$ cat config.mk
export PLATFORM = sky130hd
export DESIGN_NAME = tae_sequencer
export DESIGN_NICKNAME = d
export VERILOG_FILES = /design/src/pkg/tae_pkg.sv /design/src/hdl/tae_sequencer.sv
export VERILOG_INCLUDE_DIRS = /design/src /design/src/pkg
export SDC_FILE = /design/constraint.sdc
export NUM_CORES = 1
export LEC_CHECK = 0
export BUFFER_PORTS_ARGS = -buffer_cell sky130_fd_sc_hd__buf_4
export CAP_MARGIN = 15
export CORE_ASPECT_RATIO = 1.1
export CORE_MARGIN = 3
export CORE_UTILIZATION = 40
export DETAILED_ROUTE_END_ITERATION = 8
export PLACE_DENSITY = 0.55
export SLEW_MARGIN = 25
export SYNTH_ARGS = -nofsm -noshare
export SYNTH_HDL_FRONTEND = slang
export SYNTH_SLANG_ARGS = --single-unit
$ cat constraint.sdc
create_clock -name clk -period 4.02 [get_ports clk]
set_input_delay 0.804 -clock clk [delete_from_list [all_inputs] [get_ports clk]]
set_output_delay 0.804 -clock clk [all_outputs]
set_load 0.01 [all_outputs]
$ cat src/pkg/tae_params.svh
// constants for the t0 exchange sequencer
`ifndef TAE_PARAMS_SVH
`define TAE_PARAMS_SVH
`define TAE_HDR_LEN      3'h5
`define TAE_IDX_INS      3'h1
`define TAE_IDX_P3       3'h4
`define TAE_SW1_OK       8'h90
`define TAE_SW2_OK       8'h00
`define TAE_SW1_MORE     8'h61
`define TAE_SW1_WRONG_LE 8'h6C
`define TAE_SW1_WARN     8'h62
`define TAE_INS_GETRESP  8'hC0
`define TAE_CLA_GETRESP  8'h00
`define TAE_LEN_ZERO     8'h00
`define TAE_BYTE_ZERO    8'h00
`define TAE_CNT_ONE      9'h001
`define TAE_CNT_ZERO     9'h000
`define TAE_CNT_FULL     9'h100
`define TAE_CHUNK_MAX    16'h00FF
`define TAE_PARAM_ZERO   16'h0000
`endif

$ cat src/pkg/tae_pkg.sv
// types for the t0 exchange sequencer
package tae_pkg;
	typedef enum logic [8:0] {
		TAE_HDR    = 9'h001,
		TAE_DECIDE = 9'h002,
		TAE_INS_IN = 9'h004,
		TAE_RX     = 9'h008,
		TAE_RUN    = 9'h010,
		TAE_INS_TX = 9'h020,
		TAE_TX     = 9'h040,
		TAE_SW1    = 9'h080,
		TAE_SW2    = 9'h100
	} tae_seq_t;
	typedef enum logic [2:0] {
		TAE_INACTIVE = 3'h1,
		TAE_APP_MGMT = 3'h2,
		TAE_OPERATE  = 3'h4
	} tae_card_t;
endpackage : tae_pkg

$ cat src/hdl/tae_sequencer.sv
// card-side t0 command and response sequencer with card operating state
`include "tae_params.svh"

////////////////////////////////////////////////////////////////////////////////
// What this block does
// header with length 00 and no data ends with status 90 00.
// length 00 on a data fetch gets 6C plus true length; reissue returns data.
// outgoing data follows the echoed instruction byte; card then answers 90 00.
// after command data, 61 plus count; GET RESPONSE returns C0, data, status.
// fetch reply may end 61 plus count again until data runs out with 90 00.
// terminal may ask with length 00 meaning 256 bytes.
// pending warning 62 replaces 90 00 at the end of the fetched response.
// inactive state while powered off; nothing is processed there.
// application management entered when powered; left once all PINs verified.
// operation state only after at least one session activated successfully.
// terminal waits for a procedure byte before data or the next command.
module tae_sequencer (
	// clock and reset
	input  wire logic        clk,
	input  wire logic        rst_n,
	// card power and application status from the card core
	input  wire logic        power_on,
	input  wire logic        pins_verified,
	input  wire logic        session_ok,
	// bytes from the terminal, already framed
	input  wire logic [7:0]  rx_data,
	input  wire logic        rx_valid,
	// bytes to the terminal, one pulse per byte, framer accepts every byte
	output logic      [7:0]  tx_data,
	output logic             tx_valid,
	// decoded command to the application logic
	output logic      [7:0]  cmd_ins,
	output logic             cmd_start,
	output logic      [7:0]  cmd_byte,
	output logic             cmd_byte_valid,
	// application answer: response length, warning qualifier, done pulse
	input  wire logic        app_done,
	input  wire logic [15:0] app_resp_len,
	input  wire logic        app_warn,
	input  wire logic [7:0]  app_warn_qual,
	input  wire logic [7:0]  app_resp_byte,
	// response byte request to the application logic
	output logic             resp_pull,
	// card operating state
	output tae_pkg::tae_card_t card_state
);

	tae_pkg::tae_seq_t seq;
	logic [7:0]  hdr_cla;
	logic [7:0]  hdr_ins;
	logic [7:0]  hdr_p3;
	logic [2:0]  hdr_idx;
	logic [8:0]  cnt;
	logic [15:0] avail;
	logic        warn_pend;
	logic [7:0]  warn_qual;
	logic [7:0]  sw1;
	logic [7:0]  sw2;
	logic        fix_pend;
	logic [7:0]  fix_ins;

	// length of the next portion: the smaller of the remaining data and 256
	function automatic logic [7:0] tae_chunk(input logic [15:0] left);
		tae_chunk = (left > `TAE_CHUNK_MAX) ? `TAE_LEN_ZERO : left[7:0];
	endfunction : tae_chunk

	// byte count a length byte stands for, 00 meaning 256
	function automatic logic [8:0] tae_count(input logic [7:0] len);
		tae_count = (len == `TAE_LEN_ZERO) ? `TAE_CNT_FULL : {1'b0, len};
	endfunction : tae_count

	////////////////////////////////////////////////////////////////////////////
	// card operating states
	always_ff @(posedge clk)
	begin
		if (!rst_n || !power_on)
			card_state <= tae_pkg::TAE_INACTIVE;
		else
			case (card_state)
				tae_pkg::TAE_INACTIVE: card_state <= tae_pkg::TAE_APP_MGMT;
				tae_pkg::TAE_APP_MGMT:
					if (pins_verified && session_ok)
						card_state <= tae_pkg::TAE_OPERATE;
				tae_pkg::TAE_OPERATE:
					if (!session_ok)
						card_state <= tae_pkg::TAE_APP_MGMT;
				default: card_state <= tae_pkg::TAE_INACTIVE;
			endcase
	end

	////////////////////////////////////////////////////////////////////////////
	// exchange sequence
	always_ff @(posedge clk)
	begin
		tx_valid       <= 1'b0;
		cmd_start      <= 1'b0;
		cmd_byte_valid <= 1'b0;
		resp_pull      <= 1'b0;
		if (!rst_n || card_state == tae_pkg::TAE_INACTIVE)
		begin
			seq       <= tae_pkg::TAE_HDR;
			hdr_cla   <= `TAE_BYTE_ZERO;
			hdr_ins   <= `TAE_BYTE_ZERO;
			hdr_p3    <= `TAE_BYTE_ZERO;
			hdr_idx   <= 3'h0;
			cnt       <= `TAE_CNT_ZERO;
			avail     <= `TAE_PARAM_ZERO;
			warn_pend <= 1'b0;
			warn_qual <= `TAE_BYTE_ZERO;
			sw1       <= `TAE_BYTE_ZERO;
			sw2       <= `TAE_BYTE_ZERO;
			fix_pend  <= 1'b0;
			fix_ins   <= `TAE_BYTE_ZERO;
			tx_data   <= `TAE_BYTE_ZERO;
			cmd_ins   <= `TAE_BYTE_ZERO;
			cmd_byte  <= `TAE_BYTE_ZERO;
		end
		else
			case (seq)
				// collect the five header bytes; R11 keeps them unoverlapped
				tae_pkg::TAE_HDR:
					if (rx_valid)
					begin
						if (hdr_idx == 3'h0)
							hdr_cla <= rx_data;
						if (hdr_idx == `TAE_IDX_INS)
							hdr_ins <= rx_data;
						if (hdr_idx == `TAE_IDX_P3)
						begin
							hdr_p3  <= rx_data;
							hdr_idx <= 3'h0;
							seq     <= tae_pkg::TAE_DECIDE;
						end
						else
							hdr_idx <= hdr_idx + 3'h1;
					end
				// pick the answer to the header
				tae_pkg::TAE_DECIDE:
					// fetch: a get response header, or the same header reissued after 6C
					if ((hdr_cla == `TAE_CLA_GETRESP && hdr_ins == `TAE_INS_GETRESP)
						|| (fix_pend && hdr_ins == fix_ins && hdr_p3 != `TAE_LEN_ZERO))
					begin
						if (avail == `TAE_PARAM_ZERO || tae_count(hdr_p3) > tae_count(tae_chunk(avail)))
						begin
							sw1 <= `TAE_SW1_WRONG_LE;
							sw2 <= tae_chunk(avail);
							seq <= tae_pkg::TAE_SW1;
						end
						else
						begin
							fix_pend <= 1'b0;
							tx_data  <= hdr_ins;
							tx_valid <= 1'b1;
							cnt      <= tae_count(hdr_p3);
							seq      <= tae_pkg::TAE_TX;
						end
					end
					else if (hdr_p3 == `TAE_LEN_ZERO && avail != `TAE_PARAM_ZERO)
					begin
						fix_pend <= 1'b1;
						fix_ins  <= hdr_ins;
						sw1      <= `TAE_SW1_WRONG_LE;
						sw2      <= tae_chunk(avail);
						seq      <= tae_pkg::TAE_SW1;
					end
					else
					begin
						fix_pend  <= 1'b0;
						cmd_ins   <= hdr_ins;
						cmd_start <= 1'b1;
						warn_pend <= 1'b0;
						avail     <= `TAE_PARAM_ZERO;
						cnt       <= {1'b0, hdr_p3};
						seq       <= tae_pkg::TAE_INS_IN;
					end
				// echo the instruction byte unless the header carries no data
				tae_pkg::TAE_INS_IN:
				begin
					if (cnt != `TAE_CNT_ZERO)
					begin
						tx_data  <= hdr_ins;
						tx_valid <= 1'b1;
						seq      <= tae_pkg::TAE_RX;
					end
					else
						seq <= tae_pkg::TAE_RUN;
				end
				// take the command data bytes
				tae_pkg::TAE_RX:
					if (rx_valid)
					begin
						cmd_byte       <= rx_data;
						cmd_byte_valid <= 1'b1;
						cnt            <= cnt - `TAE_CNT_ONE;
						if (cnt == `TAE_CNT_ONE)
							seq <= tae_pkg::TAE_RUN;
					end
				// wait for the application, then report 90 00, 61, 62 or 6C
				tae_pkg::TAE_RUN:
					if (app_done)
					begin
						avail     <= app_resp_len;
						warn_pend <= app_warn;
						warn_qual <= app_warn_qual;
						if (app_warn)
						begin
							sw1 <= `TAE_SW1_WARN;
							sw2 <= app_warn_qual;
						end
						// length 00 asked and data ready: report the true length
						else if (app_resp_len != `TAE_PARAM_ZERO && hdr_p3 == `TAE_LEN_ZERO)
						begin
							sw1      <= `TAE_SW1_WRONG_LE;
							sw2      <= tae_chunk(app_resp_len);
							fix_pend <= 1'b1;
							fix_ins  <= hdr_ins;
						end
						else if (app_resp_len != `TAE_PARAM_ZERO)
						begin
							sw1 <= `TAE_SW1_MORE;
							sw2 <= tae_chunk(app_resp_len);
						end
						else
						begin
							sw1 <= `TAE_SW1_OK;
							sw2 <= `TAE_SW2_OK;
						end
						seq <= tae_pkg::TAE_SW1;
					end
				tae_pkg::TAE_INS_TX:
					seq <= tae_pkg::TAE_TX;
				// send the requested portion of response data
				tae_pkg::TAE_TX:
					if (cnt == `TAE_CNT_ZERO)
					begin
						if (avail != `TAE_PARAM_ZERO)
						begin
							sw1 <= `TAE_SW1_MORE;
							sw2 <= tae_chunk(avail);
						end
						else if (warn_pend)
						begin
							sw1 <= `TAE_SW1_WARN;
							sw2 <= warn_qual;
						end
						else
						begin
							sw1 <= `TAE_SW1_OK;
							sw2 <= `TAE_SW2_OK;
						end
						seq <= tae_pkg::TAE_SW1;
					end
					else
					begin
						tx_data   <= app_resp_byte;
						tx_valid  <= 1'b1;
						resp_pull <= 1'b1;
						cnt       <= cnt - `TAE_CNT_ONE;
						avail     <= avail - 16'h0001;
					end
				tae_pkg::TAE_SW1:
				begin
					tx_data  <= sw1;
					tx_valid <= 1'b1;
					seq      <= tae_pkg::TAE_SW2;
				end
				tae_pkg::TAE_SW2:
				begin
					tx_data  <= sw2;
					tx_valid <= 1'b1;
					seq      <= tae_pkg::TAE_HDR;
				end
				default: seq <= tae_pkg::TAE_HDR;
			endcase
	end

endmodule : tae_sequencer

# After elaboration in Yosys (flattened, before gate mapping)
# Cells that the tools add are included.
# Widths: inputs -> output; s select.
# word_totals
regBits,126
inputBits,48
output_inout_bits,31
wordCells,197
# op_classes
addsub,3
order_cmp,3
eq_ne,38
n_mux,81
n_bitwise,5
reduce_logical,46
# op_table
cell,n
$mux 8,33
$mux 9,14
$pmux 9 s8,1
$mux 16,4
$pmux 16 s3,1
$pmux 8 s3,2
$pmux 8 s5,1
$ne 2x2->1 const B,17
$gt 16x8->1 const B,2
$reduce_bool 16->1,2
$pmux 9 s3,1
$reduce_and 5->1,5
$logic_not 8->1,3
$eq 9x1->1 const B,2
$logic_not 16->1,1
$pmux 8 s2,1
$sub 16x1->16 const B,1
$mux 1,15
$ne 3x3->1 const B,4
$reduce_and 3->1,4
$reduce_and 6->1,2
$eq 9x2->1 const B,1
$eq 9x3->1 const B,1
$eq 9x4->1 const B,1
other kinds (33),57

# Depth between registers and ports, before layout
# Gate-level depths: netlist of run 1.
# logic_depth
depth_word,9
mapped_depth,14
mapped_depth_nobuf,13

# Worst setup path after synthesis of run 1
# OpenSTA, ideal clock, no wires.
# synth_timing
path_type,register to register
start,reg avail[2]
end,reg tx_data[1]
setup_time_ps,132
arrival_ps,3182
t_required_ps,3888
slack_ps,706
stages_incl_launch_ff,15
n_path_buf,1
synth_period_minus_slack_ps,3314
path_cell_list,dfxtp_1 or3_4 nor3_1 nand2b_1 nor3_1 nor2_1 ha_1 nand4_1 or3_1 o211ai_1 nand3_1 a211oi_2 buf_2 and3_1 nor3_1
# synth_between
elab_chain_cells,8
word_cells_on_any_way,9
cone_classes,order compare (2); eq/ne (1); mux (2); reduce/logical (4)
# synth_lines
element,line_no,rtl
start: declaration,tae_sequencer.sv:54,logic [15:0] avail;
start signal: assignment,tae_sequencer.sv:107,avail <= `TAE_PARAM_ZERO;
start signal: assignment,tae_sequencer.sv:172,avail <= `TAE_PARAM_ZERO;
start signal: assignment,tae_sequencer.sv:202,avail <= app_resp_len;
$gt 16x8->1 (no line),--,
$mux 8,tae_sequencer.sv:64,tae_chunk = (left > `TAE_CHUNK_MAX) ? `TAE_LEN_ZERO : left[7:0];
$logic_not 8->1 (no line),--,
$mux 9,tae_sequencer.sv:69,"tae_count = (len == `TAE_LEN_ZERO) ? `TAE_CNT_FULL : {1'b0, len};"
$gt 9x9->1,tae_sequencer.sv:143,if (avail == `TAE_PARAM_ZERO || tae_count(hdr_p3) > tae_count(tae_chunk(avail)))
$logic_or 1x1->1 *,tae_sequencer.sv:143,
$ne 2x2->1 (no line) *,--,
$reduce_and 5->1 (no line) *,--,
end signal: assignment,tae_sequencer.sv:114,tx_data <= `TAE_BYTE_ZERO;
end signal: assignment,tae_sequencer.sv:152,tx_data <= hdr_ins;
end signal: assignment,tae_sequencer.sv:181,tx_data <= hdr_ins;
end: declaration,tae_sequencer.sv:29,"output logic [7:0] tx_data,"
# Every way passes the cells marked *; elsewhere a longest branch is shown, timed or not.
# A chain may end at the register's enable or synchronous reset.

# Worst setup path in the final report of run 1
# layout_timing
start,reg avail[2]
end,reg sw1[6]
# layout_between
elab_chain_cells,8
word_cells_on_any_way,15
cone_classes,order compare (2); eq/ne (2); mux (5); reduce/logical (6)
# layout_lines
element,line_no,rtl
$gt 16x8->1 (no line),--,
$mux 8,tae_sequencer.sv:64,
$logic_not 8->1 (no line),--,
$mux 9,tae_sequencer.sv:69,
$gt 9x9->1,tae_sequencer.sv:143,
$logic_or 1x1->1,tae_sequencer.sv:143,
$ne 3x3->1 (no line),--,
$reduce_and 5->1 (no line),--,
end signal: assignment,tae_sequencer.sv:145,sw1 <= `TAE_SW1_WRONG_LE;
end signal: assignment,tae_sequencer.sv:162,sw1 <= `TAE_SW1_WRONG_LE;
end signal: assignment,tae_sequencer.sv:207,sw1 <= `TAE_SW1_WARN;
end: declaration,tae_sequencer.sv:57,logic [7:0] sw1;
# Parallel ways exist; a longest one is shown, timed or not. The select of a mux whose other input is x is not followed.

==> metrics.md, run 1 <==
| Metric | Value |
|---|---|
| # IOs | 79 |
| Top-count cell post-synth | dfxtp_1 |
| Clock Pin Slew Worst Setup and Hold Paths | 0.06 ns |
| Slew HR | 36.8% |
| Area taken by multi-input logic gates | 3530 um^2 |
| P_leak | 2.73 nW |
| Setup CP Type | register to register |
| Final Setup Violations | 0 |
| Max_cap viols | 0 |
| CTS tree | built |
| Vias in the first global route | 5694 |
| Max stage delay on crit path | 0.43 ns |
| Part of the cycle the worst path needs | 87.8% |
| Final Non-Filler Cells | 1016 |
| Worst path cell trace | or3_4 > nor3_1 > nand2b_1 > nor3_1 > buf_4 > nor2_1 > ha_1 > nand2_1 > o211ai_1 > o211ai_1 > nand4_1 > nand4b_4 > nand4b_1 > and3_1 |
| Share of the synthesized area in the top cell type | 39.0% |
| Wire length on met2 | 8.94 mm |
| Drt total wl | 18.5 mm |
| Synth Area in Simple Gates | 27.0% |
| Rows | 47 |
| Max reg flops | 16 |
| First-pass GRT wire length | 30.0 mm |
| Final nets | 871 |
| Actual slew at the worst max-slew pin | 0.940 ns |
| CTS buffer count | 17 |
| Post-synthesis cell area | 6260 um^2 |
| Highest metal used | met4 |
| Post-route ant nets | 0 |
| Clk_lat worst skew | 0.42 ns |
| Hold Buf Count CTS | 0 |
| Drt initial violations | 508 |
| Synthesis Warnings | 0 |
| Area Overhead vs Synth | 20.5% |
| Tot GR Track Use | 21.6% |
| Post-Place Setup Slack | 0.545 ns |
| Sequential area share after synthesis | 39.0% |
| CP endpoint kind | register |
| Synth Area in Compound Gates | 17.9% |
| Setup bufs post-CTS | 0 |
| H-tree depth | 4 |
| Post-Place Cells | 985 |
| Fmax | 283 MHz |
| Drc violations | 0 |
| #FFs+latches synth | 122 |
| Minimum clock period | 3.53 ns |
| Main combinational cell family by area after synthesis | simple AND/OR/NAND/NOR gates |
| Synth area leader | dfxtp_1 |
| Initial DRT Pass Iterations | 5 |
| Initial antenna violation count | 0 |
| Crit start category | register |
| Most flop-heavy register | avail |
| Setup Skew | 0.0167 ns |
| Core area | 15200 um^2 |
| Synthesized instance count | 753 |
| CP arrival | 3.83 ns |
| Outcome | finished clean |
| Starting density of the core | 41.2% |
| Setup_tns | 0 ns |
| CP max stage cell | or3_4 |
| Total Power | 2.92 mW |
| Flop2flop setup slack | 0.49 ns |
| Die Y | 137 um |
| Final setup margin | 0.490 ns |
| Critical path required time | 4.32 ns |
| Synth Area in XOR/XNOR | 1.68% |
| Number of synthesized flops with an enable pin | 0 |
| Clk root buf | clkbuf_16 |
| Global route overflow | 0 |
| Number of clock sinks | 122 |
| DR vias/cell | 5.80 |
| Largest net degree at the start of global routing | 53 |
| Total number of vias | 5891 |
| Post-synthesis average cell area | 8.31 um^2 |
| Die width | 125 um |
| Final Hold Violating Endpoints | 0 |
| WL met3 | 973 um |
| Synth cell count leaders | dfxtp_1 (122), nor2_1 (100), nand2_1 (80), a21oi_1 (62), mux2i_1 (41) |
| Largest buffer count on any clock path | 2 |
| Fill cells | 1474 |
| Placer Congestion | 0.840 |
| Async S/R FF share, synth | 0% |
| Mux share of post-synthesis cell area | 6.74% |
| Final Max Slew Viols | 0 |
| Register Area | 2440 um^2 |
| Yosys cell types | 65 |
| Cts repair resizes | 0 |
| WL/cell | 18.2 um |
| RSZ-0062 raised after global routing | false |
| Adder-cell share of the synthesized area | 3.00% |
| CP max FO | 26 |
| Met1 WL | 8.16 mm |
| Share of cells above drive strength 1 | 17.2% |
| Top cells by area, synth | dfxtp_1 (39%), mux2i_1 (6.6%), nor2_1 (6.0%) |
| Pwr Density | 387 nW/um^2 |
| Die area | 17200 um^2 |
| Top_reg_cell synth | dfxtp_1 |
| Top flop regs | avail (16), cnt (9) |
| Syn nets | 816 |
| Antenna cells | 0 |
| Final HPWL DP | 13.2 mm |
| Port Buf Inserts | 78 |
| Worst Hold Class | register to register |
| Maximum vdd drop | 0.271 mV |
area by class of cell:
type,count,area share (%)
clock inverters,7,1.51
well taps,196,3.25
inverters,13,0.647
repair buffers,89,8.86
clock buffers,24,6.52
multi-input cells,565,46.8
flip-flops and latches,122,32.4
per-layer routing:
metal | track usage [%] | vias up
met5 | 0 | -
met4 | 8.37 | 0
met3 | 4.77 | 29
met2 | 36.7 | 187
met1 | 27.0 | 2821
li1 | - | 2854
worst paths after layout:
kind                            cells past startpoint                 startpoint                        end
worst max register to register                     14      avail[2]$_SDFFE_PP0P_        sw1[6]$_SDFFE_PP0P_
worst min-delay path                                2  warn_qual[6]$_SDFFE_PP0P_  warn_qual[6]$_SDFFE_PP0P_
worst min register to register                      2  warn_qual[6]$_SDFFE_PP0P_  warn_qual[6]$_SDFFE_PP0P_
worst max-delay path                               14      avail[2]$_SDFFE_PP0P_        sw1[6]$_SDFFE_PP0P_
layout by cell type (no fill, tap or decap), drive strengths merged, types with 6 or more instances in the layout:
cell | Yosys | final
dfxtp | 122 | 122
nor2 | 102 | 102
buf | 21 | 89
nand2 | 80 | 80
a21oi | 62 | 62
mux2i | 41 | 41
nand3 | 40 | 40
o21ai | 26 | 26
nor3 | 24 | 24
clkbuf | 32 | 24
o31ai | 16 | 16
ha | 15 | 15
inv | 13 | 13
and3 | 13 | 13
a221oi | 12 | 12
nor4 | 11 | 11
xnor2 | 10 | 10
or4 | 9 | 9
nand4 | 8 | 8
a222oi | 8 | 8
nand4b | 7 | 7
a211oi | 7 | 7
nand2b | 6 | 6
o211ai | 6 | 6
a22o | 6 | 6
per-stage QoR:
stage	cell area, um^2	hold slack (ns)	utilization [%]
finish	7540	0.460	49.7
global route	7540	0.471	49.7
CTS	7540	0.458	49.7
detailed placement	6940	0.450	45.7
global placement	6940	0.442	45.7
floorplan	6260	0.436	-
worst max-delay path, delay by kind of cell (launching register included):
kind            cells  cell delay (ns)
buf+inv             1             0.18
fa+ha+maj           1             0.30
compound gates      2             0.36
flops               1             0.37
simple gates       10             2.21
cells by family after synthesis:
kind of cell,Yosys count
simple gates,331
compound gates,165
flops,122
buf+inv,66
mux,42
fa+ha+maj,15
xor+xnor,12
report_power, final:
group | leakage [nW] | switching (mW) | internal, mW | total [mW]
clock | 0.300 | 0.534 | 1.04 | 1.57
sequential | 0.983 | 0.00568 | 1.22 | 1.22
combinational | 1.44 | 0.0775 | 0.0526 | 0.130
No activity file was read; power rests on OpenSTA's default activity.
==> inputs of run 2 (changes only) <==
- PLACE_DENSITY: 0.55 -> default
- PLACE_DENSITY_LB_ADDON: default -> 0.08
==> run 2 against run 1 <==
- clock skew is 0.0071 ns lower
- worst hold slack worse by 0.0027 ns
- first-iteration DRC count is 14% lower
- maximum frequency is 0.62% lower
- routed wire length is 2.7% lower
- clock power is 6% lower
- power is 3.4% lower
- critical path type unchanged
==> metrics.md, run 2 (synthesis gave the netlist of run 1 again) <==
| Metric | Value |
|---|---|
| Final HPWL DP | 13.1 mm |
| Utilization after layout | 49.8% |
| Combinational power share | 4.7% |
| Antenna cells | 0 |
| Setup Skew | 0.00957 ns |
| Core area | 15200 um^2 |
| Clk root buf | clkbuf_16 |
| Maximum vdd drop | 0.370 mV |
| Pwr Density | 374 nW/um^2 |
| CP endpoint kind | register |
| DR vias/cell | 5.62 |
| Drt initial violations | 436 |
| Final setup margin | 0.468 ns |
| CTS tree | built |
| Port Buf Inserts | 78 |
| CTS buffer count | 17 |
| CP max FO | 17 |
| H-tree depth | 4 |
| Drt total wl | 18.0 mm |
| Die area | 17200 um^2 |
| Post-route ant nets | 0 |
| Slew HR | 38.0% |
| Switch Pwr | 0.662 mW |
| Largest buffer count on any clock path | 2 |
| Total number of vias | 5728 |
| Tot GR Track Use | 20.9% |
| P_leak | 2.71 nW |
| Buf/Inv on CP | 2 |
| Sequential share of power | 43.3% |
| Max reg flops | 16 |
| Die Y | 137 um |
| Part of the cycle the worst path needs | 88.4% |
| Die width | 125 um |
| # IOs | 79 |
| Clock power share | 52.0% |
| CP arrival | 3.83 ns |
| Post-Place Setup Slack | 0.575 ns |
| Drc violations | 0 |
| Most frequent cells in the layout | dfxtp_1 (122), nor2_1 (100), buf_4 (90), nand2_1 (80), a21oi_1 (62) |
| Setup bufs post-CTS | 0 |
| Most common cell after layout, fill and taps aside | dfxtp_1 |
| Largest delay share family, worst path | simple AND/OR/NAND/NOR gates |
| Final Setup Violations | 0 |
| Initial antenna violation count | 0 |
| Largest net degree at the start of global routing | 49 |
| Actual slew at the worst max-slew pin | 0.927 ns |
| Clk_lat worst skew | 0.42 ns |
| Fill cells | 1496 |
| Global route overflow | 0 |
| Sw Ratio | 23.5% |
| Most flop-heavy register | avail |
| Top flop regs | avail (16), cnt (9) |
| Critical path required time | 4.30 ns |
| Share of cells above drive strength 1 | 17.9% |
| Worst Hold Class | register to register |
| Fmax | 282 MHz |
| Hold Buf Count CTS | 0 |
| Outcome | finished clean |
| RSZ-0062 raised after global routing | false |
| WL/cell | 17.7 um |
| Minimum clock period | 3.55 ns |
| Final Hold Violating Endpoints | 0 |
| Internal power component | 2.16 mW |
| Vias in the first global route | 5465 |
| Final Max Slew Viols | 0 |
| Max stage delay on crit path | 0.43 ns |
| Placer Congestion | 0.872 |
| Crit start category | register |
| Starting density of the core | 41.2% |
| First-pass GRT wire length | 28.9 mm |
| Worst path cell trace | or3_4 > nor3_1 > nand2b_1 > nor3_1 > buf_4 > nor2_1 > ha_1 > nand4_1 > or3_1 > o211ai_1 > nand3_1 > a211oi_2 > buf_4 > and3_1 > nor3_1 |
| Final nets | 873 |
| Clock Pin Slew Worst Setup and Hold Paths | 0.06 ns |
| Initial DRT Pass Iterations | 7 |
| Cts repair resizes | 0 |
| CP max stage cell | or3_4 |
| Area Overhead vs Synth | 20.6% |
| Most frequent cell on the critical path | nor3_1 |
| Setup_tns | 0 ns |
| Setup CP Type | register to register |
| Rows | 47 |
| Max_cap viols | 0 |
| Number of clock sinks | 122 |
run 2: final timing paths:
kind	start	end	slack [ns]	cells after the start
min	cmd_byte[1]$_SDFFE_PP0P_	cmd_byte[1]$_SDFFE_PP0P_	0.46	2
max reg2reg	avail[2]$_SDFFE_PP0P_	tx_data[0]$_SDFFE_PP0P_	0.47	15
min reg2reg	cmd_byte[1]$_SDFFE_PP0P_	cmd_byte[1]$_SDFFE_PP0P_	0.46	2
max	avail[2]$_SDFFE_PP0P_	tx_data[0]$_SDFFE_PP0P_	0.47	15
run 2: worst reg2reg max path: cells and delay by family, from the launching register on:
kind | cells | cell delay (ns)
simple gates | 10 | 1.89
compound gates | 2 | 0.45
buf+inv | 2 | 0.41
flops | 1 | 0.37
fa+ha+maj | 1 | 0.30
run 2: layer usage:
metal / share of wire (%) / vias up / track usage (%)
li1: - / 2841 / -
met1: 46 / 2730 / 26.7
met2: 48 / 124 / 35.2
met3: 3.8 / 33 / 4.03
met4: 2.5 / 0 / 8.25
met5: 0 / - / 0
run 2: final cells by class:
class                   instances  area (um^2)  share of cell area (%)
inverters                      13         48.8                   0.646
clock inverters                12          116                    1.54
flip-flops and latches        122         2440                    32.4
clock buffers                  20          457                    6.05
multi-input cells             565         3540                    46.8
well taps                     196          245                    3.25
repair buffers                 91          703                    9.32
run 2: power by group through the flow:
| stage | registers [mW] | logic [mW] | clock network (mW) |
|---|---|---|---|
| floorplan | 1.25 | 0.0591 | 0 |
| global placement | 1.25 | 0.128 | 0 |
| detailed placement | 1.25 | 0.134 | 0 |
| CTS | 1.22 | 0.134 | 1.49 |
| global route | 1.22 | 0.145 | 1.54 |
| finish | 1.22 | 0.133 | 1.47 |
run 2: per-stage QoR:
stage | cells | area, um^2 | power (mW) | hold WS (ns)
after floorplan | 753 | 6260 | 1.30 | 0.436
after global placement | 986 | 6950 | 1.37 | 0.442
after detailed placement | 987 | 6980 | 1.38 | 0.448
after CTS | 1019 | 7550 | 2.85 | 0.458
after global routing | 1019 | 7550 | 2.91 | 0.478
final | 1019 | 7550 | 2.82 | 0.457
==> inputs of run 3 (changes only) <==
--- a/config.mk
+++ b/config.mk
@@ -11,5 +11,5 @@
 export CORE_ASPECT_RATIO = 1.1
 export CORE_MARGIN = 3
-export CORE_UTILIZATION = 40
+export CORE_UTILIZATION = 35
 export DETAILED_ROUTE_END_ITERATION = 8
 export PLACE_DENSITY_LB_ADDON = 0.08
==> constraint.sdc (replaced) <==
create_clock -name clk -period 4.02 [get_ports clk]
set_input_delay 0.804 -clock clk [delete_from_list [all_inputs] [get_ports clk]]
set_output_delay 0.804 -clock clk [all_outputs]
set_load 0.02 [all_outputs]
==> run 3 against run 2 <==
- clock skew down 0.0014 ns
- register-to-register slack gained 0.02 ns
- maximum frequency is 0.63% higher
- sequential power barely moved
- die area increased by 14%
- critical path depth unchanged
- sequential cell count stayed put
- worst hold slack got worse by 0.0036 ns
- via count about the same
- cell count rose by 3.5%
==> metrics.md, run 3 (synthesis gave the netlist of run 1 again) <==
| Metric | Value |
|---|---|
| Outcome | finished clean |
| Setup_tns | 0 ns |
| Clk root buf | clkbuf_16 |
| Final HPWL DP | 13.2 mm |
| Hold Buf Count CTS | 0 |
| Cts repair resizes | 0 |
| Final instance area | 7600 um^2 |
| Drt initial violations | 396 |
| Pwr Density | 383 nW/um^2 |
| Antenna cells | 0 |
| Combinational power share | 4.5% |
| Maximum vdd drop | 0.298 mV |
| Most frequent cell on the critical path | nor3_1 |
| CP arrival | 3.80 ns |
| Final Setup Violations | 0 |
| CTS tree | built |
| Crit start category | register |
| H-tree depth | 4 |
| WL/cell | 17.3 um |
| Post-route ant nets | 0 |
| Final Non-Filler Cells | 1055 |
| Area Overhead vs Synth | 21.5% |
| Largest buffer count on any clock path | 2 |
| Max reg flops | 16 |
| Vias in the first global route | 5556 |
| Global route overflow | 0 |
| Final Max Slew Viols | 0 |
| Actual slew at the worst max-slew pin | 0.960 ns |
| Sw Ratio | 21.9% |
| Flop2flop setup slack | 0.49 ns |
| Die width | 133 um |
| CTS buffer count | 17 |
| DR vias/cell | 5.43 |
| Tot GR Track Use | 18.7% |
| Fmax | 283 MHz |
| Number of clock sinks | 122 |
| Sequential share of power | 41.9% |
| Internal power component | 2.27 mW |
| Hold WS | 0.454 ns |
| Post-Place Setup Slack | 0.540 ns |
| Worst path cell trace | or3_4 > nor3_1 > nand2b_1 > nor3_1 > buf_4 > nor2_1 > ha_1 > nand4_1 > or3_1 > o211ai_1 > nand3_1 > a211oi_2 > buf_4 > and3_1 > nor3_1 |
| Slew HR | 35.8% |
| Post-Place Cells | 1023 |
| Buf/Inv on CP | 2 |
| Max stage delay on crit path | 0.43 ns |
| Drc violations | 0 |
| WL met3 | 769 um |
| Most common cell after layout, fill and taps aside | dfxtp_1 |
| Clk_lat worst skew | 0.41 ns |
| Final setup margin | 0.491 ns |
| Setup Skew | 0.00819 ns |
| Fill cells | 1790 |
| Placer Congestion | 0.835 |
| Share of cells above drive strength 1 | 17.4% |
| Final Hold Violating Endpoints | 0 |
| # IOs | 79 |
| Critical path required time | 4.29 ns |
| Initial DRT Pass Iterations | 6 |
| Die area | 19500 um^2 |
| Worst Hold Class | register to register |
| Setup CP Type | register to register |
| Starting density of the core | 36.2% |
| Placed inst area | 7000 um^2 |
| Top flop regs | avail (16), cnt (9) |
| CP endpoint kind | register |
| Setup bufs post-CTS | 0 |
| Final nets | 871 |
| Minimum clock period | 3.53 ns |
| CP max stage cell | or3_4 |
| Largest net degree at the start of global routing | 114 |
| Part of the cycle the worst path needs | 87.8% |
| Port Buf Inserts | 78 |
| Most flop-heavy register | avail |
| Switch Pwr | 0.636 mW |
| Met1 WL | 8.38 mm |
| P_leak | 2.72 nW |
| Register Area | 2440 um^2 |
| Wire length on met2 | 8.68 mm |
| Rows | 50 |
| Total number of vias | 5726 |
| Highest metal used | met4 |
| CP max FO | 17 |
| Initial antenna violation count | 0 |
| Clock Pin Slew Worst Setup and Hold Paths | 0.06 ns |
| Largest delay share family, worst path | simple AND/OR/NAND/NOR gates |
| Clock power share | 53.5% |
| Most frequent cells in the layout | dfxtp_1 (122), nor2_1 (100), buf_4 (88), nand2_1 (80), a21oi_1 (62) |
| Area taken by multi-input logic gates | 3530 um^2 |
| Die Y | 146 um |
| RSZ-0062 raised after global routing | false |
| Max_cap viols | 0 |
| Core area | 17300 um^2 |
| Drt total wl | 18.3 mm |
| First-pass GRT wire length | 29.7 mm |
[run 3: cell types whose count changed in the layout (fill, tap and decap cells not counted), sizes merged]
cell	before	now
buf	91	89
bufinv	1	3
clkbuf	20	21
clkinv	4	3
clkinvlp	5	4
inv	15	14
[run 3: area by class of cell]
cell class                      instances  share of cell area [%]
Timing Repair Buffer                   89                    8.96
Tap cell                              234                    3.85
Inverter                               13                   0.642
Multi-Input combinational cell        565                    46.5
Clock buffer                           21                    6.06
Clock inverter                         11                    1.89
Sequential cell                       122                    32.1
[run 3: routing by layer]
metal / track usage [%] / vias to the layer above
met4: 7.36 / 0
met1: 24.7 / 2687
met5: 0 / -
met3: 3.69 / 34
li1: - / 2847
met2: 30.3 / 158
[run 3: worst reg2reg max path: cells and delay by family (launching register included)]
kind            cells  cell delay [ns]
flops               1             0.36
compound gates      2             0.48
simple gates       10             1.83
fa+ha+maj           1             0.31
buf+inv             2             0.42
[run 3: final timing paths]
kind / start / to / cells after the start
worst min register to register: cmd_byte[3]$_SDFFE_PP0P_ / cmd_byte[3]$_SDFFE_PP0P_ / 2
worst max-delay path: avail[2]$_SDFFE_PP0P_ / tx_data[1]$_SDFFE_PP0P_ / 15
worst max register to register: avail[2]$_SDFFE_PP0P_ / tx_data[1]$_SDFFE_PP0P_ / 15
worst min-delay path: cmd_byte[3]$_SDFFE_PP0P_ / cmd_byte[3]$_SDFFE_PP0P_ / 2
[run 3: power by group through the flow]
| stage | registers [mW] | clock network (mW) | logic [mW] |
|---|---|---|---|
| 3_5_place_dp | 1.25 | 0 | 0.133 |
| 4_1_cts | 1.22 | 1.60 | 0.133 |
| 3_3_place_gp | 1.25 | 0 | 0.132 |
| 2_1_floorplan | 1.25 | 0 | 0.0591 |
| 5_1_grt | 1.22 | 1.65 | 0.144 |
| 6_report | 1.22 | 1.56 | 0.132 |
[run 3: per-stage QoR]
stage               utilization, %  total power [mW]
floorplan                        -              1.31
global placement              40.5              1.38
detailed placement            40.5              1.38
CTS                           44.0              2.95
global route                  44.0              3.01
finish                        44.0              2.91
